===== config.mk =====
export PLATFORM = sky130hd
export DESIGN_NAME = iscp_top
export DESIGN_NICKNAME = d
export VERILOG_FILES = /design/src/include/iscp_pkg.sv /design/src/rtl/iscp_item_format.sv /design/src/rtl/iscp_pair_link.sv /design/src/rtl/iscp_top.sv
export VERILOG_INCLUDE_DIRS = /design/src /design/src/include
export SDC_FILE = /design/constraint.sdc
export NUM_CORES = 1
export LEC_CHECK = 0
export ABC_AREA = 1
export ABC_CLOCK_PERIOD_IN_PS = 2500
export CORE_MARGIN = 2
export CORE_UTILIZATION = 65
export CTS_CLUSTER_SIZE = 8
export DETAILED_ROUTE_END_ITERATION = 12
export DONT_BUFFER_PORTS = 1
export PLACE_DENSITY = 0.81
export SYNTH_ARGS = -nofsm -noshare
export SYNTH_HDL_FRONTEND = slang
export SYNTH_SLANG_ARGS = --single-unit

===== constraint.sdc =====
create_clock -name sys_clk -period 2.5 [get_ports sys_clk]
set_input_delay 0.5 -clock sys_clk [delete_from_list [all_inputs] [get_ports sys_clk]]
set_output_delay 0.5 -clock sys_clk [all_outputs]
set_load 0.05 [all_outputs]

===== src/include/iscp_defs.svh =====
/*
 * Offsets, field positions, codes, reset values and timing counts of the
 * isolated sensor command port.
 * Assumes an 8-bit register port addressed by 16-bit byte addresses.
 */
`ifndef ISCP_DEFS_SVH
`define ISCP_DEFS_SVH

// Register addresses
`define ISCP_ADDR_REQ 16'h00FC
`define ISCP_ADDR_RD_HI 16'h2602
`define ISCP_ADDR_RD_LO 16'h2603
`define ISCP_ADDR_SEL_C 16'h2709
`define ISCP_ADDR_SEL_AB 16'h270A

// Request register fields
`define ISCP_REQ_CMD_HI 4
`define ISCP_REQ_CMD_LO 2
`define ISCP_REQ_PHASE_HI 1
`define ISCP_REQ_FAULT_BIT 6

// Item select register fields
`define ISCP_SEL_A_LO 0
`define ISCP_SEL_B_LO 4
`define ISCP_SEL_C_LO 0
`define ISCP_REN_LO 3
`define ISCP_CHOP_LO 6

// Command codes
`define ISCP_CMD_NONE 3'h0
`define ISCP_CMD_FUSE 3'h1
`define ISCP_CMD_SENSE 3'h2
`define ISCP_CMD_BAD5 3'h5
`define ISCP_PHASE_NONE 2'h0

// Item codes, select bits 2:1 (bit 0 is don't-care)
`define ISCP_ITEM_TRIM 2'h0
`define ISCP_ITEM_BG 2'h3
`define ISCP_ITEM_TEMP 2'h0
`define ISCP_ITEM_VSUP 2'h1
`define ISCP_ITEM_VER 2'h2

// Reset values and sizes
`define ISCP_RST_BYTE 8'h00
`define ISCP_NUM_PAIRS 3

// Timing counts in sys_clk cycles
`define ISCP_PULSE_DIV 16
`define ISCP_RSP_TIMEOUT 1024

`endif


===== src/include/iscp_pkg.sv =====
/*
 * Types of the isolated sensor command port.
 * Assumes nothing of its surroundings.
 */
`default_nettype none

package iscp_pkg;

    // Remote read sequencer states, one-hot
    typedef enum logic [2:0] {
        st_idle = 3'b001,
        st_issue = 3'b010,
        st_wait = 3'b100
    } iscp_state_t;

endpackage : iscp_pkg

`default_nettype wire


===== src/rtl/iscp_item_format.sv =====
/*
 * Places a raw remote answer into the 16-bit read buffer layout.
 * Assumes the raw word carries each item right-aligned, a two-byte item
 * as first byte in bits 15:8 and second byte in bits 7:0.
 */
`default_nettype none
`include "iscp_defs.svh"

module iscp_item_format (
    // Request
    input wire logic [2:0] cmd,
    input wire logic [2:0] item,
    // Data
    input wire logic [15:0] raw,
    output logic [15:0] value
);

    // Select bit 0 never takes part in the decode
    always_comb begin
        value = 16'h0000;
        unique case (cmd)
            `ISCP_CMD_FUSE: begin
                if (item[2:1] == `ISCP_ITEM_TRIM) begin
                    value = {7'h00, raw[7], raw[6:0], 1'b0};
                end else if (item[2:1] == `ISCP_ITEM_BG) begin
                    value = raw;
                end
            end
            `ISCP_CMD_SENSE: begin
                if (item[2:1] == `ISCP_ITEM_TEMP) begin
                    value = {{5{raw[10]}}, raw[10:0]};
                end else if (item[2:1] == `ISCP_ITEM_VSUP) begin
                    value = {8'h00, raw[7:0]};
                end else if (item[2:1] == `ISCP_ITEM_VER) begin
                    value = {raw[7:0], 8'h00};
                end
            end
            default: begin
                value = 16'h0000;
            end
        endcase
    end

endmodule : iscp_item_format

`default_nettype wire


===== src/rtl/iscp_pair_link.sv =====
/*
 * One remote sensor pair: pin mode, power pulse drive and a per-frame
 * count-of-ones decimator of the modulator stream.
 * Assumes pulse_tick and frame_rise are one-cycle pulses on sys_clk.
 */
`default_nettype none

module iscp_pair_link #(
    parameter int ACC_W = 16
) (
    // Clock and reset
    input wire logic sys_clk,
    input wire logic reset,
    // Control
    input wire logic remote_en,
    input wire logic pulse_tick,
    input wire logic frame_rise,
    // Pins
    input wire logic mod_bit,
    output logic pulse_out,
    output logic analog_en,
    // Result
    output logic [ACC_W-1:0] result,
    output logic result_valid
);

    logic [ACC_W-1:0] acc_q;

    // Pins leave analog use while the pair is remote
    always_ff @(posedge sys_clk) begin
        if (reset) begin
            analog_en <= 1'b1;
        end else begin
            analog_en <= ~remote_en;
        end
    end

    // Power pulses run on their own, no software involved
    always_ff @(posedge sys_clk) begin
        if (reset || !remote_en) begin
            pulse_out <= 1'b0;
        end else if (pulse_tick) begin
            pulse_out <= ~pulse_out;
        end
    end

    // Modulator sampled on the pulse rate, dumped once per frame
    always_ff @(posedge sys_clk) begin
        if (reset) begin
            acc_q <= '0;
            result <= '0;
            result_valid <= 1'b0;
        end else begin
            result_valid <= frame_rise && remote_en;
            if (frame_rise) begin
                result <= acc_q;
                acc_q <= '0;
            end else if (remote_en && pulse_tick && mod_bit) begin
                acc_q <= acc_q + 1'b1;
            end
        end
    end

endmodule : iscp_pair_link

`default_nettype wire


===== src/rtl/iscp_top.sv =====
/*
 * Isolated sensor command port: registers, remote read sequencer,
 * three sensor pairs and the compute-engine RAM writer.
 * Assumes an 8-bit register port with one-cycle strobes, a sensor answer
 * link with a valid strobe, and frame_sync synchronous to sys_clk.
 */
`default_nettype none
`include "iscp_defs.svh"

// Contract
// Up to three remote sensors at once
// Remote enable turns pair into digital link
// Decimate each stream, write RAM each frame
// Pulses and protocol run without software
// Software programs item select before request
// Software then writes request with phase
// Completion clears command, fills read buffer
// Parity fault flag updated every read
// Request writes ignored while read busy (a busy write with bit 6 low still clears the fault flag)
// Software polls command zero before next
// Software writes request after busy edge
// Command in bits 4:2, phase 1:0
// Commands 1,2 valid; 0,5 ignored
// Phase 1,2,3 picks pair and select
// Trim byte placed at bits 8:1
// Bandgap trims fill upper then lower
// Temperature sign-extended from bit 10
// Supply low byte, version high byte
// Parity fault sticky until software clears
// Select bit 0 is don't-care
module iscp_top #(
    parameter int ACC_W = 16,
    parameter int RAM_AW = 8,
    parameter logic [7:0] RAM_BASE = 8'h00,
    parameter int PULSE_DIV = `ISCP_PULSE_DIV,
    parameter int RSP_TIMEOUT = `ISCP_RSP_TIMEOUT
) (
    // Clock and reset
    input wire logic sys_clk,
    input wire logic reset,
    // Register port
    input wire logic [15:0] reg_addr,
    input wire logic [7:0] reg_wdata,
    input wire logic reg_wr,
    input wire logic reg_rd,
    output logic [7:0] reg_rdata,
    // Frame timing
    input wire logic frame_sync,
    // Sensor pair pins
    input wire logic [2:0] pair_mod_bit,
    output logic [2:0] pair_pulse_out,
    output logic [2:0] pair_analog_en,
    // Auxiliary request to the sensor link
    output logic aux_req_valid,
    output logic [1:0] aux_req_phase,
    output logic [2:0] aux_req_cmd,
    output logic [2:0] aux_req_item,
    // Auxiliary answer from the sensor link
    input wire logic aux_rsp_valid,
    input wire logic [15:0] aux_rsp_data,
    input wire logic aux_rsp_parity,
    // Compute-engine RAM write
    output logic ram_we,
    output logic [RAM_AW-1:0] ram_addr,
    output logic [ACC_W-1:0] ram_wdata
);

    localparam int NP = `ISCP_NUM_PAIRS;
    localparam int TMO_W = $clog2(RSP_TIMEOUT + 1);
    localparam int DIV_W = $clog2(PULSE_DIV + 1);

    iscp_pkg::iscp_state_t state_q;
    logic [2:0] req_cmd_q;
    logic [1:0] req_phase_q;
    logic fault_q;
    logic [2:0] sel_a_q;
    logic [2:0] sel_b_q;
    logic [2:0] sel_c_q;
    logic [2:0] remote_en_q;
    logic [1:0] chop_q;
    logic [15:0] rd_buf_q;
    logic [TMO_W-1:0] tmo_q;
    logic [DIV_W-1:0] div_q;
    logic pulse_tick_q;
    logic frame_sync_q;
    logic frame_rise;
    logic wr_req;
    logic [2:0] wr_cmd;
    logic [1:0] wr_phase;
    logic cmd_valid;
    logic accept;
    logic rsp_take;
    logic tmo_hit;
    logic parity_bad;
    logic [2:0] cur_item;
    logic [15:0] fmt_value;
    logic [NP-1:0] pend_q;
    logic [NP-1:0] res_valid;
    logic [ACC_W-1:0] res_data [NP];
    logic [ACC_W-1:0] res_q [NP];
    logic [1:0] pick;
    logic pick_any;

    // Request decode
    assign wr_req = reg_wr && (reg_addr == `ISCP_ADDR_REQ);
    assign wr_cmd = reg_wdata[`ISCP_REQ_CMD_HI:`ISCP_REQ_CMD_LO];
    assign wr_phase = reg_wdata[`ISCP_REQ_PHASE_HI:0];
    assign cmd_valid = (wr_cmd == `ISCP_CMD_FUSE) || (wr_cmd == `ISCP_CMD_SENSE);
    assign accept = wr_req && (state_q == iscp_pkg::st_idle) && cmd_valid
        && (wr_phase != `ISCP_PHASE_NONE) && remote_en_q[wr_phase - 2'd1];
    assign rsp_take = (state_q == iscp_pkg::st_wait) && aux_rsp_valid;
    assign tmo_hit = (state_q == iscp_pkg::st_wait) && !aux_rsp_valid && (tmo_q == '0);
    assign parity_bad = ^{aux_rsp_data, aux_rsp_parity};
    assign frame_rise = frame_sync && !frame_sync_q;

    // Phase picks the item select field of its pair
    always_comb begin
        unique case (req_phase_q)
            2'h1: cur_item = sel_a_q;
            2'h2: cur_item = sel_b_q;
            2'h3: cur_item = sel_c_q;
            default: cur_item = 3'h0;
        endcase
    end

    iscp_item_format u_fmt (
        .cmd(req_cmd_q),
        .item(cur_item),
        .raw(aux_rsp_data),
        .value(fmt_value)
    );

    // Configuration registers written by software
    always_ff @(posedge sys_clk) begin
        if (reset) begin
            sel_a_q <= 3'h0;
            sel_b_q <= 3'h0;
            sel_c_q <= 3'h0;
            remote_en_q <= 3'h0;
            chop_q <= 2'h0;
        end else if (reg_wr) begin
            if (reg_addr == `ISCP_ADDR_SEL_AB) begin
                sel_a_q <= reg_wdata[`ISCP_SEL_A_LO +: 3];
                sel_b_q <= reg_wdata[`ISCP_SEL_B_LO +: 3];
            end
            if (reg_addr == `ISCP_ADDR_SEL_C) begin
                sel_c_q <= reg_wdata[`ISCP_SEL_C_LO +: 3];
                remote_en_q <= reg_wdata[`ISCP_REN_LO +: 3];
                chop_q <= reg_wdata[`ISCP_CHOP_LO +: 2];
            end
        end
    end

    // Request field and read sequencer
    always_ff @(posedge sys_clk) begin
        if (reset) begin
            state_q <= iscp_pkg::st_idle;
            req_cmd_q <= 3'h0;
            req_phase_q <= 2'h0;
            tmo_q <= '0;
        end else begin
            unique case (state_q)
                iscp_pkg::st_idle: begin
                    if (accept) begin
                        req_cmd_q <= wr_cmd;
                        req_phase_q <= wr_phase;
                        state_q <= iscp_pkg::st_issue;
                    end
                end
                iscp_pkg::st_issue: begin
                    tmo_q <= TMO_W'(RSP_TIMEOUT);
                    state_q <= iscp_pkg::st_wait;
                end
                iscp_pkg::st_wait: begin
                    if (rsp_take || tmo_hit) begin
                        req_cmd_q <= 3'h0;
                        state_q <= iscp_pkg::st_idle;
                    end else begin
                        tmo_q <= tmo_q - 1'b1;
                    end
                end
            endcase
        end
    end

    // Read buffer takes the formatted answer
    always_ff @(posedge sys_clk) begin
        if (reset) begin
            rd_buf_q <= 16'h0000;
        end else if (rsp_take) begin
            rd_buf_q <= fmt_value;
        end
    end

    // Parity fault: set wins over a software clear
    always_ff @(posedge sys_clk) begin
        if (reset) begin
            fault_q <= 1'b0;
        end else if ((rsp_take && parity_bad) || tmo_hit) begin
            fault_q <= 1'b1;
        end else if (wr_req && !reg_wdata[`ISCP_REQ_FAULT_BIT]) begin
            fault_q <= 1'b0;
        end
    end

    // One-cycle request to the sensor link
    always_ff @(posedge sys_clk) begin
        if (reset) begin
            aux_req_valid <= 1'b0;
            aux_req_phase <= 2'h0;
            aux_req_cmd <= 3'h0;
            aux_req_item <= 3'h0;
        end else begin
            aux_req_valid <= accept;
            if (accept) begin
                aux_req_phase <= wr_phase;
                aux_req_cmd <= wr_cmd;
                unique case (wr_phase)
                    2'h1: aux_req_item <= sel_a_q;
                    2'h2: aux_req_item <= sel_b_q;
                    default: aux_req_item <= sel_c_q;
                endcase
            end
        end
    end

    // Register read data, valid only in the cycle after the strobe
    always_ff @(posedge sys_clk) begin
        if (reset) begin
            reg_rdata <= `ISCP_RST_BYTE;
        end else if (reg_rd) begin
            unique case (reg_addr)
                `ISCP_ADDR_REQ: reg_rdata <= {1'b0, fault_q, 1'b0, req_cmd_q, req_phase_q};
                `ISCP_ADDR_RD_HI: reg_rdata <= rd_buf_q[15:8];
                `ISCP_ADDR_RD_LO: reg_rdata <= rd_buf_q[7:0];
                `ISCP_ADDR_SEL_C: reg_rdata <= {chop_q, remote_en_q, sel_c_q};
                `ISCP_ADDR_SEL_AB: reg_rdata <= {1'b0, sel_b_q, 1'b0, sel_a_q};
                default: reg_rdata <= `ISCP_RST_BYTE;
            endcase
        end else begin
            reg_rdata <= `ISCP_RST_BYTE;
        end
    end

    // Pulse rate divider and frame edge
    always_ff @(posedge sys_clk) begin
        if (reset) begin
            div_q <= '0;
            pulse_tick_q <= 1'b0;
            frame_sync_q <= 1'b0;
        end else begin
            frame_sync_q <= frame_sync;
            pulse_tick_q <= (div_q == DIV_W'(PULSE_DIV - 1));
            if (div_q == DIV_W'(PULSE_DIV - 1)) begin
                div_q <= '0;
            end else begin
                div_q <= div_q + 1'b1;
            end
        end
    end

    // Three pairs, each with its result held until its RAM slot
    for (genvar k = 0; k < NP; k++) begin : g_pair
        iscp_pair_link #(.ACC_W(ACC_W)) u_link (
            .sys_clk(sys_clk),
            .reset(reset),
            .remote_en(remote_en_q[k]),
            .pulse_tick(pulse_tick_q),
            .frame_rise(frame_rise),
            .mod_bit(pair_mod_bit[k]),
            .pulse_out(pair_pulse_out[k]),
            .analog_en(pair_analog_en[k]),
            .result(res_data[k]),
            .result_valid(res_valid[k])
        );

        always_ff @(posedge sys_clk) begin
            if (reset) begin
                pend_q[k] <= 1'b0;
                res_q[k] <= '0;
            end else if (res_valid[k]) begin
                pend_q[k] <= 1'b1;
                res_q[k] <= res_data[k];
            end else if (pick_any && (pick == 2'(k))) begin
                pend_q[k] <= 1'b0;
            end
        end
    end

    // Lowest pending channel owns the next access slot
    always_comb begin
        pick = 2'h0;
        pick_any = 1'b0;
        for (int i = NP - 1; i >= 0; i--) begin
            if (pend_q[i]) begin
                pick = 2'(i);
                pick_any = 1'b1;
            end
        end
    end

    // RAM write port
    always_ff @(posedge sys_clk) begin
        if (reset) begin
            ram_we <= 1'b0;
            ram_addr <= '0;
            ram_wdata <= '0;
        end else begin
            ram_we <= pick_any;
            ram_addr <= RAM_AW'(RAM_BASE) + RAM_AW'(pick);
            ram_wdata <= res_q[pick];
        end
    end
endmodule : iscp_top

`default_nettype wire


==> flow_results.xml <==
<?xml version="1.0" encoding="UTF-8"?>
<metrics>
  <group name="logic_synthesis">
    <metric name="postSynthRegisterBits" unit="">249</metric>
    <metric name="synth_largest_type_area_fraction" unit="">0.366</metric>
    <metric name="yosysUniqueCellTypes" unit="">46</metric>
    <metric name="synth-seq-area-share" unit="">0.496</metric>
    <metric name="main_synth_ff_type" unit="">sky130_fd_sc_hd__dfxtp_1</metric>
    <metric name="synth_top_cells_by_area" unit="">sky130_fd_sc_hd__dfxtp_1 (37%), sky130_fd_sc_hd__edfxtp_1 (13%), sky130_fd_sc_hd__nand2_1 (8.7%), sky130_fd_sc_hd__inv_1 (6.6%), sky130_fd_sc_hd__a21oi_1 (6.5%)</metric>
    <metric name="synthesis.instances" unit="">1420</metric>
    <metric name="ys_warn_count" unit="">0</metric>
    <metric name="yosys.area.top_type" unit="">sky130_fd_sc_hd__dfxtp_1</metric>
    <metric name="netlist_top_cells_count" unit="">sky130_fd_sc_hd__nand2_1 (254), sky130_fd_sc_hd__dfxtp_1 (201), sky130_fd_sc_hd__inv_1 (193)</metric>
    <metric name="synth_edf_count" unit="">48</metric>
    <metric name="syn-cell-area" unit="um2">11000</metric>
    <metric name="syn-mean-instance-area" unit="um2">7.75</metric>
    <metric name="synthArstFlopShare" unit="">0</metric>
    <metric name="synthMostInstantiatedCell" unit="">sky130_fd_sc_hd__nand2_1</metric>
  </group>
  <group name="pwr">
    <metric name="power_per_cell_area" unit="nW/um2">764</metric>
    <metric name="worst_ir_drop_vdd" unit="mV">0.496</metric>
    <metric name="power_frac_clock" unit="">0.480</metric>
    <metric name="p_leak" unit="nW">4.77</metric>
    <metric name="power_switching" unit="mW">2.13</metric>
    <metric name="switching_part_of_the_total" unit="">0.229</metric>
    <metric name="p_comb_frac" unit="">0.059</metric>
    <metric name="seq_power_share" unit="">0.461</metric>
    <metric name="internal_power" unit="mW">7.17</metric>
  </group>
  <group name="sta">
    <metric name="fin_ws" unit="ns">0.516</metric>
    <metric name="finalCriticalPeriod" unit="ns">1.98</metric>
    <metric name="finalCritPeriodShare" unit="">0.794</metric>
    <metric name="whs" unit="ns">0.0656</metric>
    <metric name="setup_violations" unit="">0</metric>
    <metric name="timing.final.hold_violations" unit="">0</metric>
    <metric name="unrepaired_setup_endpoints_after_global_routing" unit="">no</metric>
    <metric name="sum_of_negative_setup_slack" unit="ns">0</metric>
    <metric name="max-slew-margin-rel" unit="">0.589</metric>
    <metric name="final-max-slew-violation-count" unit="">0</metric>
    <metric name="clock.fmax" unit="MHz">504</metric>
    <metric name="finalClockSkew" unit="ns">0.0133</metric>
    <metric name="timing_worst_slew_pin_value" unit="ns">0.615</metric>
  </group>
  <group name="setup_path">
    <metric name="path_cells" unit="">nand3_2, inv_1, nand2_1, nor2_1, nand2_1, nor2_2, nand4_1, o21ai_0, a21oi_1</metric>
    <metric name="critPathSlowestCell" unit="">sky130_fd_sc_hd__dfxtp_1</metric>
    <metric name="critical_path.most_common_cell" unit="">sky130_fd_sc_hd__nand2_1</metric>
    <metric name="critPathCaptureType" unit="">register</metric>
    <metric name="worst-path-max-fanout" unit="">6</metric>
    <metric name="crit_arrival" unit="ns">2.37</metric>
    <metric name="path_class" unit="">reg2reg</metric>
    <metric name="setup.worst_path.start" unit="">pulse_tick_q</metric>
    <metric name="kind_of_start_point_of_the_critical_path" unit="">register</metric>
    <metric name="critical_path.n_buffers_inverters" unit="">1</metric>
    <metric name="timing.rr.start" unit="">pulse_tick_q</metric>
    <metric name="max_stage_delay" unit="ns">0.56</metric>
    <metric name="cpLargestDelayFamily" unit="">simple AND/OR/NAND/NOR gates</metric>
    <metric name="worst_ep_required_time" unit="ns">2.89</metric>
  </group>
  <group name="placed_design">
    <metric name="hpwlAfterDp" unit="um">19100</metric>
    <metric name="io_buffer_count" unit="">0</metric>
    <metric name="globalplace.congestion" unit="">0.894</metric>
    <metric name="post-place-ws" unit="ns">0.465</metric>
  </group>
  <group name="clocking">
    <metric name="cts_hold_repair.buffers" unit="">0</metric>
    <metric name="ctsResizeCount" unit="">0</metric>
    <metric name="post-cts-setup-buffer-count" unit="">0</metric>
    <metric name="htree_levels" unit="">2</metric>
    <metric name="cts_tree" unit="">yes</metric>
    <metric name="cts.clk_slew.worst_paths" unit="ns">0.05</metric>
    <metric name="max-clock-path-buffers" unit="">3</metric>
    <metric name="cts.sink_count" unit="">249</metric>
    <metric name="cts_inserted_buffers" unit="">37</metric>
    <metric name="cts.root.buffer_cell" unit="">sky130_fd_sc_hd__clkbuf_16</metric>
    <metric name="clock_latency" unit="ns">0.51</metric>
  </group>
  <group name="drt">
    <metric name="route.final.wire_length" unit="um">27300</metric>
    <metric name="number_of_remaining_drc_errors" unit="">0</metric>
    <metric name="route.antenna.remaining_nets" unit="">0</metric>
    <metric name="drt-wirelength-per-cell" unit="um">16.5</metric>
    <metric name="route.vias.total" unit="">9441</metric>
    <metric name="drt_pre_antenna_iters" unit="">6</metric>
    <metric name="post_drt_via_cell_ratio" unit="">5.72</metric>
    <metric name="detail_route.iter0.violations" unit="">1004</metric>
  </group>
  <group name="global_routing">
    <metric name="grt_max_degree" unit="">53</metric>
    <metric name="grt_pass1_wl" unit="um">43700</metric>
    <metric name="overflow" unit="">0</metric>
    <metric name="gr-usage-all-layers" unit="">0.304</metric>
    <metric name="grt_pass1_vias" unit="">8669</metric>
    <metric name="antenna_found_initial" unit="">0</metric>
  </group>
  <group name="floorplanning">
    <metric name="num_rows" unit="">47</metric>
    <metric name="floorplan.initialDensity" unit="">0.664</metric>
    <metric name="die_height" unit="um">134</metric>
    <metric name="i_o_pin_total" unit="">98</metric>
    <metric name="dieWidth" unit="um">134</metric>
    <metric name="die_ar" unit="um2">18000</metric>
    <metric name="core_region_area" unit="um2">16600</metric>
  </group>
  <group name="flow_run">
    <metric name="max_cap_violations" unit="">0</metric>
  </group>
  <group name="finish">
    <metric name="fillers" unit="">1260</metric>
    <metric name="final_layout_size_suffix_gt1_frac" unit="">0.0629</metric>
    <metric name="layout-area-overhead-vs-synth" unit="%">10.5</metric>
    <metric name="final_core_utilization" unit="">0.734</metric>
    <metric name="fin_nets" unit="">1477</metric>
    <metric name="antenna_cells_inserted" unit="">0</metric>
  </group>
  <group name="worst_hold_path">
    <metric name="hold_path_startpoint" unit="">reset</metric>
    <metric name="worstHoldPathType" unit="">in2reg</metric>
  </group>
  <group name="outcome">
    <metric name="outcome" unit="">completed</metric>
  </group>
</metrics>
[final cells by class]
cell class,count,area [um2],area share
Inverter,197,739,0.0608
Clock buffer,51,1020,0.0839
Multi-Input combinational cell,920,4530,0.373
Tap cell,220,275,0.0226
Clock inverter,2,17.5,0.00144
Timing Repair Buffer,12,115,0.00946
Sequential cell,249,5470,0.449
[worst register-to-register path: cells and delay by family, from the launching register on]
| family | cells | cell delay, ns |
|---|---|---|
| AO/OA/AOI/OAI | 2 | 0.29 |
| flip-flops | 1 | 0.56 |
| AND/OR/NAND/NOR | 6 | 0.85 |
| buffers and inverters | 1 | 0.17 |
[power by group through the flow]
| stage | sequential [mW] | combinational [mW] | clock [mW] |
|---|---|---|---|
| 3_5_place_dp | 4.36 | 0.530 | 0 |
| 4_1_cts | 4.29 | 0.538 | 4.49 |
| 5_1_grt | 4.29 | 0.613 | 4.68 |
| 6_report | 4.29 | 0.545 | 4.46 |
| 2_1_floorplan | 4.34 | 0.425 | 0 |
| 3_3_place_gp | 4.36 | 0.511 | 0 |
[layout by cell type, fill, tap and decap left out, types with 10 or more instances in the layout]
cell type                   count
sky130_fd_sc_hd__inv_1        192
sky130_fd_sc_hd__a21oi_1      143
sky130_fd_sc_hd__clkbuf_1      12
sky130_fd_sc_hd__a31oi_1       19
sky130_fd_sc_hd__xor2_1        10
sky130_fd_sc_hd__ha_1          10
sky130_fd_sc_hd__dfxtp_1      201
sky130_fd_sc_hd__nor2_1       160
sky130_fd_sc_hd__edfxtp_1      48
sky130_fd_sc_hd__nand4_1       23
sky130_fd_sc_hd__o21ai_0      124
sky130_fd_sc_hd__buf_4         10
sky130_fd_sc_hd__nor3_1        25
sky130_fd_sc_hd__nand3_1       62
sky130_fd_sc_hd__nand2_1      254
sky130_fd_sc_hd__clkbuf_16     39
[per-layer routing]
| layer | part of all wire | track usage | wire, um |
|---|---|---|---|
| met4 | 0.020 | 0.0877 | 552 |
| met3 | 0.10 | 0.0733 | 2850 |
| met5 | 0 | 0 | 0 |
| met2 | 0.44 | 0.465 | 12000 |
| met1 | 0.43 | 0.434 | 11900 |
[cell families after synthesis]
family          Yosys count  share of synthesized area
compound gates          314                      0.151
xor+xnor                 19                     0.0151
fa+ha+maj                10                     0.0114
buf+inv                 256                     0.0937
flops                   249                      0.496
other cells               1                   0.000341
simple gates            571                      0.232
[worst paths after layout]
kind                           endpoint  cells after the start  slack, ns
max          g_pair[2].u_link.acc_q[13]                      9       0.52
min                            tmo_q[6]                      1       0.07
min reg2reg                   chop_q[0]                      2       0.45
max reg2reg  g_pair[2].u_link.acc_q[13]                      9       0.52
[registers in the layout, summed over array words and instances (netlist names), 3 cells and up]
signal / flops
g_pair.u_link.acc_q: 48
reg_rdata: 8
remote_en_q: 3
rd_buf_q: 16
g_pair.u_link.pulse_out: 3
div_q: 5
tmo_q: 11
sel_c_q: 3
req_cmd_q: 3
sel_b_q: 3
sel_a_q: 3
g_pair.u_link.analog_en: 3
aux_req_cmd: 3
g_pair.u_link.result: 48
aux_req_item: 3
g_pair.u_link.result_valid: 3
res_q: 48
pend_q: 3
ram_wdata: 16
state_q: 3
[metrics by stage]
| stage | power, mW | area [um2] | cells |
|---|---|---|---|
| global route | 9.59 | 12200 | 1651 |
| floorplan | 4.77 | 11000 | 1425 |
| global placement | 4.87 | 11100 | 1598 |
| CTS | 9.32 | 12200 | 1651 |
| detailed placement | 4.89 | 11100 | 1598 |
| finish | 9.30 | 12200 | 1651 |
No activity file was read; power rests on OpenSTA's default activity.
